===== config.mk =====
export PLATFORM = sky130hd
export DESIGN_NAME = brownout_gain_manager
export DESIGN_NICKNAME = d
export VERILOG_FILES = /design/src/brownout_pkg.sv /design/src/brownout_gain_manager.sv
export VERILOG_INCLUDE_DIRS = /design/src
export SDC_FILE = /design/constraint.sdc
export NUM_CORES = 1
export LEC_CHECK = 0
export BUFFER_PORTS_ARGS = -buffer_cell sky130_fd_sc_hd__buf_4
export CELL_PAD_IN_SITES_DETAIL_PLACEMENT = 1
export CELL_PAD_IN_SITES_GLOBAL_PLACEMENT = 2
export CORE_MARGIN = 1.5
export CORE_UTILIZATION = 39
export DETAILED_ROUTE_END_ITERATION = 10
export PLACE_DENSITY = 0.78
export SKIP_CTS_REPAIR_TIMING = 1
export SYNTH_ARGS = -nofsm -noshare
export SYNTH_HDL_FRONTEND = slang
export SYNTH_SLANG_ARGS = --single-unit

===== constraint.sdc =====
create_clock -name clock -period 12.4 [get_ports clock]
set_input_delay 1.86 -clock clock [delete_from_list [all_inputs] [get_ports clock]]
set_output_delay 1.86 -clock clock [all_outputs]
set_load 0.1 [all_outputs]

===== src/brownout_regs.svh =====
// Constants for the brownout gain manager: timing, steps and limits
`ifndef BROWNOUT_REGS_SVH
`define BROWNOUT_REGS_SVH

// =====================================================================
// Clock and timing
`define CLOCK_HZ            100000000
`define TICK_HZ             1000
`define TICK_DIV            (`CLOCK_HZ / `TICK_HZ)
`define STAB_PERIOD_S       30
`define AVG_STEP_S          10
`define NOTIFY_REPEAT_MIN   5
`define STAB_TICKS          (`STAB_PERIOD_S * `TICK_HZ)
`define AVG_STEP_TICKS      (`AVG_STEP_S * `TICK_HZ)
`define NOTIFY_TICKS        (`NOTIFY_REPEAT_MIN * 60 * `TICK_HZ)

// =====================================================================
// Gain steps and limits
`define INST_STEP_DB        4'h3
`define INST_MAX_STEPS      2'h2
`define AVG_MAX_STEPS       5'h12
`define AVG_STEP_DB         5'h01

`endif


===== src/brownout_pkg.sv =====
// Types shared by the brownout gain manager
package brownout_pkg;

    // Comparator results from the supply monitor
    typedef struct packed {
        logic inst_below_095;
        logic inst_above_100;
        logic inst_above_110;
        logic avg_below_095;
        logic avg_above_110;
        logic low_batt;
    } supply_type;

    // Gain controls toward the audio path
    typedef struct packed {
        logic [3:0] inst_atten_db;
        logic [4:0] avg_atten_db;
        logic [5:0] total_atten_db;
        logic       mute;
    } gain_type;

    typedef enum logic [1:0] {
        INST_IDLE,
        INST_STAB,
        INST_MONITOR
    } inst_state_type;

endpackage


===== src/brownout_gain_manager.sv =====
// Supply-driven gain reduction, mute and low-battery notification
`timescale 1ns/1ps
`include "brownout_regs.svh"

module brownout_gain_manager #(
    parameter int TICK_DIV     = `TICK_DIV,
    parameter int STAB_TICKS   = `STAB_TICKS,
    parameter int AVG_TICKS    = `AVG_STEP_TICKS,
    parameter int NOTIFY_TICKS = `NOTIFY_TICKS
) (
    // Clock and reset
    input  wire logic                    clock,
    input  wire logic                    sys_rst,
    // Supply monitor comparators, asynchronous
    input  wire brownout_pkg::supply_type supply_in,
    // Restart context from the power-on logic
    input  wire logic                    deep_drop,
    input  wire logic [1:0]              prior_memory,
    input  wire logic                    notify_enable,
    // Gain path controls, start memory and low-battery request
    output brownout_pkg::gain_type       gain_out,
    output logic [1:0]                   start_memory,
    output logic                         low_batt_req
);

    // Counters are 24 bits wide; longer periods are rejected with an elaboration error
    if (TICK_DIV < 2 || STAB_TICKS < 1 || AVG_TICKS < 1 || NOTIFY_TICKS < 1
        || TICK_DIV > 32'h00FFFFFF || STAB_TICKS > 32'h00FFFFFF
        || AVG_TICKS > 32'h00FFFFFF || NOTIFY_TICKS > 32'h00FFFFFF) begin : bad_timing
        $error("brownout_gain_manager: timing parameters out of range");
    end

    // =================================================================
    // State
    typedef struct packed {
        brownout_pkg::supply_type     sync1;
        brownout_pkg::supply_type     sync2;
        logic [23:0]                  div_cnt;
        logic                         tick;
        brownout_pkg::inst_state_type inst_state;
        logic [1:0]                   inst_steps;
        logic [23:0]                  inst_cnt;
        logic                         saw_above_100;
        logic                         saw_above_110;
        logic [4:0]                   avg_steps;
        logic [23:0]                  avg_cnt;
        logic                         mute;
        logic                         notify_active;
        logic [23:0]                  notify_cnt;
        logic                         req;
        logic                         restart_done;
        logic [1:0]                   memory;
        brownout_pkg::gain_type       gain;
    } state_type;

    state_type state_q;
    state_type state_d;

    function automatic logic [23:0] bump(input logic [23:0] cnt);
        bump = cnt + 24'h000001;
    endfunction

    brownout_pkg::supply_type sup;
    assign sup = state_q.sync2;

    always_comb begin
        logic win_100;
        logic win_110;
        win_100       = 1'b0;
        win_110       = 1'b0;
        state_d       = state_q;
        state_d.sync1 = supply_in;
        state_d.sync2 = state_q.sync1;
        state_d.req   = 1'b0;
        state_d.tick  = 1'b0;

        // =============================================================
        // Slow tick divider
        if (state_q.div_cnt == 24'(TICK_DIV - 1)) begin
            state_d.div_cnt = 24'h000000;
            state_d.tick    = 1'b1;
        end else begin
            state_d.div_cnt = bump(state_q.div_cnt);
        end

        // =============================================================
        // Restart context, caught once after reset release
        if (!state_q.restart_done) begin
            state_d.restart_done = 1'b1;
            state_d.memory       = deep_drop ? 2'h0 : prior_memory;
        end

        // =============================================================
        // Instantaneous path, entered from idle only while avg_below_095 is clear
        case (state_q.inst_state)
            brownout_pkg::INST_IDLE: begin
                if (sup.inst_below_095 && !sup.avg_below_095) begin
                    state_d.inst_steps = 2'h1;
                    state_d.inst_state = brownout_pkg::INST_STAB;
                    state_d.inst_cnt   = 24'h000000;
                end
            end
            brownout_pkg::INST_STAB: begin
                // Comparator ignored while the supply settles
                if (state_q.tick) begin
                    if (state_q.inst_cnt == 24'(STAB_TICKS - 1)) begin
                        state_d.inst_state    = brownout_pkg::INST_MONITOR;
                        state_d.inst_cnt      = 24'h000000;
                        state_d.saw_above_100 = 1'b1;
                        state_d.saw_above_110 = 1'b1;
                    end else begin
                        state_d.inst_cnt = bump(state_q.inst_cnt);
                    end
                end
            end
            brownout_pkg::INST_MONITOR: begin
                if (!sup.inst_above_100)
                    state_d.saw_above_100 = 1'b0;
                if (!sup.inst_above_110)
                    state_d.saw_above_110 = 1'b0;
                // Verdict includes this cycle, taken before the flags reseed
                win_100 = state_d.saw_above_100;
                win_110 = state_d.saw_above_110;
                if (sup.inst_below_095 && state_q.inst_steps < `INST_MAX_STEPS) begin
                    state_d.inst_steps = state_q.inst_steps + 2'h1;
                    state_d.inst_state = brownout_pkg::INST_STAB;
                    state_d.inst_cnt   = 24'h000000;
                end else if (state_q.tick) begin
                    if (state_q.inst_cnt == 24'(STAB_TICKS - 1)) begin
                        state_d.inst_cnt      = 24'h000000;
                        state_d.saw_above_100 = 1'b1;
                        state_d.saw_above_110 = 1'b1;
                        if (win_110) begin
                            state_d.inst_steps = 2'h0;
                            state_d.inst_state = brownout_pkg::INST_IDLE;
                        end else if (win_100 && state_q.inst_steps == 2'h2) begin
                            state_d.inst_steps = 2'h1;
                        end
                    end else begin
                        state_d.inst_cnt = bump(state_q.inst_cnt);
                    end
                end
            end
            default: begin
                state_d.inst_state = brownout_pkg::INST_IDLE;
                state_d.inst_steps = 2'h0;
            end
        endcase

        // =============================================================
        // Average path
        if (sup.avg_above_110 && state_q.mute) begin
            // Unmute first, restoration waits a full step period
            state_d.mute    = 1'b0;
            state_d.avg_cnt = 24'h000000;
        end else if (sup.avg_below_095 || (sup.avg_above_110 && state_q.avg_steps != 5'h00)) begin
            if (state_q.tick) begin
                if (state_q.avg_cnt == 24'(AVG_TICKS - 1)) begin
                    state_d.avg_cnt = 24'h000000;
                    if (sup.avg_below_095 && state_q.avg_steps < `AVG_MAX_STEPS) begin
                        state_d.avg_steps = state_q.avg_steps + `AVG_STEP_DB;
                        if (state_d.avg_steps == `AVG_MAX_STEPS)
                            state_d.mute = 1'b1;
                    end else if (sup.avg_above_110) begin
                        state_d.avg_steps = state_q.avg_steps - `AVG_STEP_DB;
                    end
                end else begin
                    state_d.avg_cnt = bump(state_q.avg_cnt);
                end
            end
        end else begin
            state_d.avg_cnt = 24'h000000;
        end

        // =============================================================
        // Low-battery notification, only cleared by shutdown reset
        if (!state_q.notify_active) begin
            if (notify_enable && sup.low_batt) begin
                state_d.notify_active = 1'b1;
                state_d.req           = 1'b1;
                state_d.notify_cnt    = 24'h000000;
            end
        end else if (state_q.tick) begin
            if (state_q.notify_cnt == 24'(NOTIFY_TICKS - 1)) begin
                state_d.notify_cnt = 24'h000000;
                state_d.req        = 1'b1;
            end else begin
                state_d.notify_cnt = bump(state_q.notify_cnt);
            end
        end

        // =============================================================
        // Outputs
        state_d.gain.inst_atten_db  = (state_d.inst_steps == 2'h2) ? 4'h6
                                    : (state_d.inst_steps == 2'h1) ? `INST_STEP_DB : 4'h0;
        state_d.gain.avg_atten_db   = state_d.avg_steps;
        state_d.gain.total_atten_db = {2'h0, state_d.gain.inst_atten_db}
                                    + {1'h0, state_d.avg_steps};
        state_d.gain.mute           = state_d.mute;
    end

    always_ff @(posedge clock or posedge sys_rst) begin
        if (sys_rst) begin
            state_q <= '0;
        end else begin
            state_q <= state_d;
        end
    end

    assign gain_out     = state_q.gain;
    assign start_memory = state_q.memory;
    assign low_batt_req = state_q.req;

endmodule


==> reports/results.txt, run 1 <==
Outcome - finished clean
Final Cell Area - 0.00794 mm²
HP Start - state_d[130]
Most common cell after layout, fill and taps aside - dfrtp_1
Fraction of registers with async set/reset - 100%
Number of flops mapped to enable cells by yosys - 0
Worst R2R Start - state_q[77]
Residual DRC - 0
Total global routing overflow - 0
Commonest non-fill, non-tap cells in the layout - 135 x dfrtp_1, 78 x o21ai_0, 67 x nand2_1
WP data required - 12.71 ns
Core area - 0.0174 mm²
Syn Area/Cell - 9.44 µm²
Worst-margin pin slew - 1.17 ns
Synth unique cells - 63
Tmin final - 4.02 ns
Top-Level Pins - 31
Worst Skew - 0.00916 ns
Routed WL - 16,700 µm
H-tree Lvls - 4
DR vias/cell - 5.54
PwrDens - 145 mW/mm²
Placer Congestion - 0.758
Largest net degree at the start of global routing - 81
Ys Warns - 0
Part of the Yosys area used for sequential elements - 48.2%
Row cnt - 48
Final setup fails - 0
Pins Over Slew Limit - 0
CTS max path bufs - 2
Layout cell share with drive strength beyond 1 - 10.6%
Tcrit/Tclk final - 32.4%
Clock Latency Late Sink - 0.43 ns
Worst setup SP type - register
DP Worst Slack - 8.38 ns
CTS clk-pin slew, worst paths - 0.06 ns
Slew HR - 22.0%
Starting Density - 40.3%
Area Growth Syn to Fin - 13.3%
CTS tree - yes
Crit path max fanout - 14
Initial antenna violation count - 0
Crit path launch - state_q[77]
R2r setup slk - 8.38 ns
Primary FF master, synth - dfrtp_1
Synth Net Count - 773
I/O Buffers - 29
Peak supply drop - 0.145 mV
Post-route ant nets - 0
Maximum capacitance violations - 0
Die W - 137 µm
Crit path arrival time - 4.33 ns
Root Buffer - clkbuf_16
DRT Pass-1 Iters - 4
First-pass GRT wire length - 28,200 µm
Area after DPL - 0.00733 mm²
Synth Register Bits - 135
Syn Std Cell Area - 0.00701 mm²
Leak - 3.45 nW
Tot Pwr - 1.15 mW
Die area - 0.0188 mm²
CTS Sinks - 135
Worst min path class - register to register
Fin nets - 787
RSZ-0062 raised after global routing - false
Total Neg Setup Slack - 0 ns
N_diodes - 0
Vias in the first global route - 5,748
Final hold vios - 0
Achievable Freq - 249 MHz
DR WL/cell - 16.8 µm
Cells after synthesis - 743
WS Path Type - register to register
Final WS setup - 8.38 ns
Vias - 5,517
Tot GR Track Use - 19.1%
HPWL after detailed placement - 11,300 µm
Crit. End Element - register
TritonCTS buffer count - 17
1st-iter DRT viols - 239
Die extent in y - 137 µm
[registers in the layout (all words and copies together), names as in the netlist]
| name | count |
|---|---|
| gain_out | 15 |
| low_batt_req | 1 |
| start_memory | 2 |
| state_d | 6 |
| state_q | 111 |
[critical path, cell delays in order, from the launching register on]
cell and delay (ns):
dfrtp_1 0.40, ha_1 0.22, nand3_1 0.20, or4_1 0.50
nor3_2 0.75, a31oi_1 0.26, o31a_1 0.36, ha_1 0.23
ha_1 0.23, fa_1 0.40, a21oi_1 0.16, nor2_1 0.06
xnor2_1 0.13
[per-stage QoR]
step	instances	util, %	hold WS (ns)
finish	995	45.6	0.348
global placement	963	42.1	0.336
global route	995	45.6	0.359
detailed placement	963	42.1	0.339
CTS	995	45.6	0.351
floorplan	743	-	0.331
[routing by layer]
metal,vias to the layer above,wire (µm),track usage [%]
met4,0,206,6.26
met2,54,8280,32.2
li1,2661,-,-
met3,16,401,4.37
met1,2786,7780,24.1
met5,-,0,0
[area by class of cell]
type / instances / area (µm²)
repair buffers: 35 / 263
multi-input cells: 543 / 3310
well taps: 225 / 282
clock buffers: 19 / 443
flip-flops and latches: 135 / 3380
clock inverters: 13 / 171
fillers: 2052 / 9470
inverters: 25 / 98.8
[power by group]
part / internal, mW / switching, mW / total [mW]
logic: 0.0381 / 0.113 / 0.151
clock network: 0.324 / 0.206 / 0.530
registers: 0.457 / 0.0132 / 0.470
total: 0.819 / 0.332 / 1.15
[path summary, 6_finish.rpt]
path,depth (start not counted),to
min reg2reg,0,state_q[130]
max reg2reg,12,gain_out[5]
max in group asynchronous,3,state_q[119]
min,0,state_q[130]
min in group asynchronous,2,state_q[86]
max,12,gain_out[5]
[cells by family (layout without fill, tap and decap cells)]
group | count (synthesis) | count (layout) | share of synthesized area, %
AOI/OAI and AO/OA | 171 | 171 | 14.9
xor gates and xnor gates | 45 | 45 | 5.73
adders and majority gates | 18 | 18 | 3.32
buffers and inverters | 65 | 92 | 4.73
DFF | 135 | 135 | 48.2
muxes | 3 | 3 | 0.428
other | 2 | 2 | 0.107
and+or+nand+nor | 304 | 304 | 22.7
[Yosys cell counts, drive strengths merged (2+ instances only)]
| cell | instances | share of area (%) |
|---|---|---|
| or4 | 4 | 0.43 |
| and4 | 11 | 1.4 |
| a31oi | 11 | 0.98 |
| o221ai | 2 | 0.25 |
| or4b | 2 | 0.29 |
| nand3 | 43 | 3.1 |
| xor2 | 24 | 3.0 |
| o21bai | 2 | 0.21 |
| o21ai | 81 | 5.8 |
| o22a | 4 | 0.52 |
| nor2b | 9 | 0.80 |
| conb | 2 | 0.11 |
| inv | 25 | 1.3 |
| or3 | 15 | 1.4 |
| nand4 | 16 | 1.4 |
| o2111ai | 2 | 0.34 |
| xnor2 | 21 | 2.7 |
| buf | 29 | 2.8 |
| and2 | 9 | 0.82 |
| o31ai | 17 | 1.8 |
| and3 | 15 | 1.3 |
| o21a | 2 | 0.21 |
| nor3 | 18 | 1.4 |
| a22o | 5 | 0.62 |
| clkbuf | 11 | 0.59 |
| nand2 | 67 | 3.6 |
| nand2b | 7 | 0.62 |
| mux2i | 3 | 0.43 |
| nor3b | 2 | 0.21 |
| or2 | 2 | 0.18 |
| ha | 17 | 3.0 |
| a21oi | 25 | 1.8 |
| nor4b | 5 | 0.62 |
| o22ai | 2 | 0.18 |
| nor2 | 64 | 3.6 |
| a21o | 7 | 0.75 |
| dfrtp | 135 | 48 |
| nor4 | 13 | 1.2 |
| a211oi | 2 | 0.21 |
Power figures use the tool's default switching activity.
==> inputs of run 2 (changes only) <==
--- a/config.mk
+++ b/config.mk
@@ -10,9 +10,9 @@
 export CELL_PAD_IN_SITES_DETAIL_PLACEMENT = 1
 export CELL_PAD_IN_SITES_GLOBAL_PLACEMENT = 2
 export CORE_MARGIN = 1.5
-export CORE_UTILIZATION = 39
+export CORE_UTILIZATION = 36
 export DETAILED_ROUTE_END_ITERATION = 10
-export PLACE_DENSITY = 0.78
+export PLACE_DENSITY = 0.75
 export SKIP_CTS_REPAIR_TIMING = 1
 export SYNTH_ARGS = -nofsm -noshare
 export SYNTH_HDL_FRONTEND = slang
==> constraint.sdc (replaced) <==
create_clock -name clock -period 3.5 [get_ports clock]
set_input_delay 0.525 -clock clock [delete_from_list [all_inputs] [get_ports clock]]
set_output_delay 0.525 -clock clock [all_outputs]
set_load 0.1 [all_outputs]
==> run 2 against run 1 <==
- via count is 1.3% higher
- utilization down 3.0 points
- hold slack got worse by 0.14 ns
- clock skew is essentially flat
- highest routed layer unchanged
- sequential cell count unchanged
- worst setup slack lost 8.1 ns
- die area grew 8.1%
- total power rose to 3.4 times the previous value
- critical path type unchanged
==> reports/results.txt, run 2 (synthesis results as in run 1) <==
Most common cell after layout, fill and taps aside - dfrtp_1
Placer Congestion - 0.770 (+1.6%)
R2r setup slk - 0.24 ns (-8.14 ns)
WS Path Type - register to register
Top cell family by delay on the critical path - simple AND/OR/NAND/NOR gates
Clock Latency Late Sink - 0.42 ns (about the same)
Root Buffer - clkbuf_16
Crit path launch - state_q[92]
Worst R2R Start - state_q[92]
Multi-input gate area in the final layout - 0.00332 mm² (+0.30%)
HPWL after detailed placement - 12,300 µm (+8.3%)
Worst-margin pin slew - 0.901 ns (-0.268 ns)
CTS clk-pin slew, worst paths - 0.06 ns (about the same)
Residual DRC - 0 (unchanged)
First-pass GRT wire length - 29,700 µm (+5.1%)
HP Start - supply_in[0]
Worst r2r dst - gain_out[5]
Layout cell share with drive strength beyond 1 - 12.0% (+1.3 points)
CTS tree - yes
CTS Sinks - 135 (unchanged)
RSZ-0062 raised after global routing - false
Row cnt - 50 (+4.2%)
Crit. End Element - register
TritonCTS buffer count - 17 (unchanged)
Die extent in y - 143 µm (+4.0%)
Pins Over Slew Limit - 0 (unchanged)
I/O Buffers - 29 (unchanged)
Largest register by flop count - state_q
WHS - 0.211 ns (-0.138 ns)
Crit path arrival time - 3.55 ns (-0.78 ns)
Critical path cell sequence - nor4_1, nand4_1, nor3_4, a31oi_1, o31a_1, ha_1, ha_1, fa_1, a21oi_1, nor2_1, xnor2_1
Core area - 0.0189 mm² (+8.5%)
Worst setup SP type - register
Largest net degree at the start of global routing - 40 (-51%)
Max reg flops - 111 (unchanged)
Worst Skew - 0.00887 ns (-0.000282 ns)
Area Growth Syn to Fin - 14.9%
Maximum capacitance violations - 0 (unchanged)
Register Area - 0.00338 mm² (unchanged)
Min-Delay Path Depth - 1 (+1)
Total global routing overflow - 0 (unchanged)
Crit path max fanout - 8 (-6)
Worst min path class - input pin to register
Routed WL - 17,300 µm (+3.5%)
Peak supply drop - 0.293 mV (+100%)
Top-Level Pins - 31 (unchanged)
Vias - 5,589 (+1.3%)
Leak - 3.52 nW (+2.0%)
Initial antenna violation count - 0 (unchanged)
CP max stage delay - 0.46 ns (-0.29 ns)
Die W - 143 µm (+4.0%)
Tot GR Track Use - 18.3% (-0.78 points)
Final setup fails - 0 (unchanged)
H-tree Lvls - 4 (unchanged)
Starting Density - 37.1% (-3.1 points)
Commonest non-fill, non-tap cells in the layout - 135 x dfrtp_1, 78 x o21ai_0, 67 x nand2_1
Tmin final - 3.26 ns (-0.762 ns)
Die area - 0.0203 mm² (+8.1%)
FF-to-FF path depth - 11 (-1)
DR vias/cell - 5.35 (-3.4%)
Total Neg Setup Slack - 0 ns (unchanged)
N_diodes - 0 (unchanged)
DRT Pass-1 Iters - 4 (unchanged)
Final hold vios - 0 (unchanged)
PwrDens - 483 mW/mm² (+230%)
Tcrit/Tclk final - 93.1% (+61 points)
DR WL/cell - 16.5 µm (-1.3%)
Fin nets - 801 (+1.8%)
Hold endpoint - state_d[130]
Slew HR - 39.8% (+18 points)
CP bufs+invs - 0 (unchanged)
Vias in the first global route - 5,966 (+3.8%)
1st-iter DRT viols - 302 (+26%)
Achievable Freq - 307 MHz (+23%)
WP data required - 3.79 ns (-8.92 ns)
Slowest library cell on the worst path - dfrtp_1
Post-route ant nets - 0 (unchanged)
Cell repeated most along the worst path - ha_1
Outcome - finished clean
CTS max path bufs - 2 (unchanged)
FILL cells - 2,194 (+6.9%)
run 2: changes by cell type in the layout (fill, tap and decap cells not counted), sizes merged:
cell	delta
clkinv	+2
inv	-4
bufinv	-2
buf	+14
clkbuf	+4
run 2: how the worst max path moves through the flow:
stage / to / slack, ns / cells past startpoint
3_3_place_gp: gain_out[5] / 0.39 / 12
3_5_place_dp: gain_out[4] / 0.21 / 13
2_1_floorplan: gain_out[4] / 0.39 / 13
4_1_cts: gain_out[4] / 0.19 / 13
5_1_grt: gain_out[5] / 0.02 / 12
6_report: gain_out[5] / 0.24 / 11
run 2: report_power, final:
part	total, mW	internal (mW)	switching, mW
Clock	1.67	1.01	0.664
Combinational	0.552	0.142	0.410
Sequential	1.67	1.62	0.0489
run 2: layout make-up:
| type | count | area share (%) |
|---|---|---|
| Sequential cell | 135 | 41.9 |
| Multi-Input combinational cell | 543 | 41.2 |
| Clock buffer | 23 | 5.81 |
| Timing Repair Buffer | 49 | 4.88 |
| Tap cell | 260 | 4.04 |
| Inverter | 25 | 1.21 |
| Clock inverter | 9 | 0.947 |
run 2: per-layer routing:
| metal | wire length, µm | GRT usage, % | part of all wire, % | up-vias |
|---|---|---|---|---|
| met3 | 341 | 3.40 | 2.0 | 13 |
| met1 | 8250 | 23.7 | 48 | 2830 |
| met4 | 203 | 5.64 | 1.2 | 0 |
| li1 | - | - | - | 2698 |
| met2 | 8460 | 31.0 | 49 | 48 |
| met5 | 0 | 0 | 0 | - |
run 2: worst register-to-register path, delay by kind of cell (launching register included):
family,cells,cell delay [ns]
flops,1,0.46
simple gates,4,1.01
fa+ha+maj,3,0.87
compound gates,3,0.65
xor+xnor,1,0.14
run 2: through the flow:
step | setup slack (ns) | std cells | util, % | instance area, µm² | total power, mW
3_3_place_gp | 0.388 | 1012 | 39.7 | 7500 | 2.23
2_1_floorplan | 0.386 | 743 | - | 7020 | 2.12
4_1_cts | 0.186 | 1044 | 42.6 | 8050 | 3.94
3_5_place_dp | 0.207 | 1012 | 39.7 | 7500 | 2.25
5_1_grt | 0.0224 | 1044 | 42.6 | 8060 | 4.06
6_report | 0.242 | 1044 | 42.6 | 8060 | 3.89
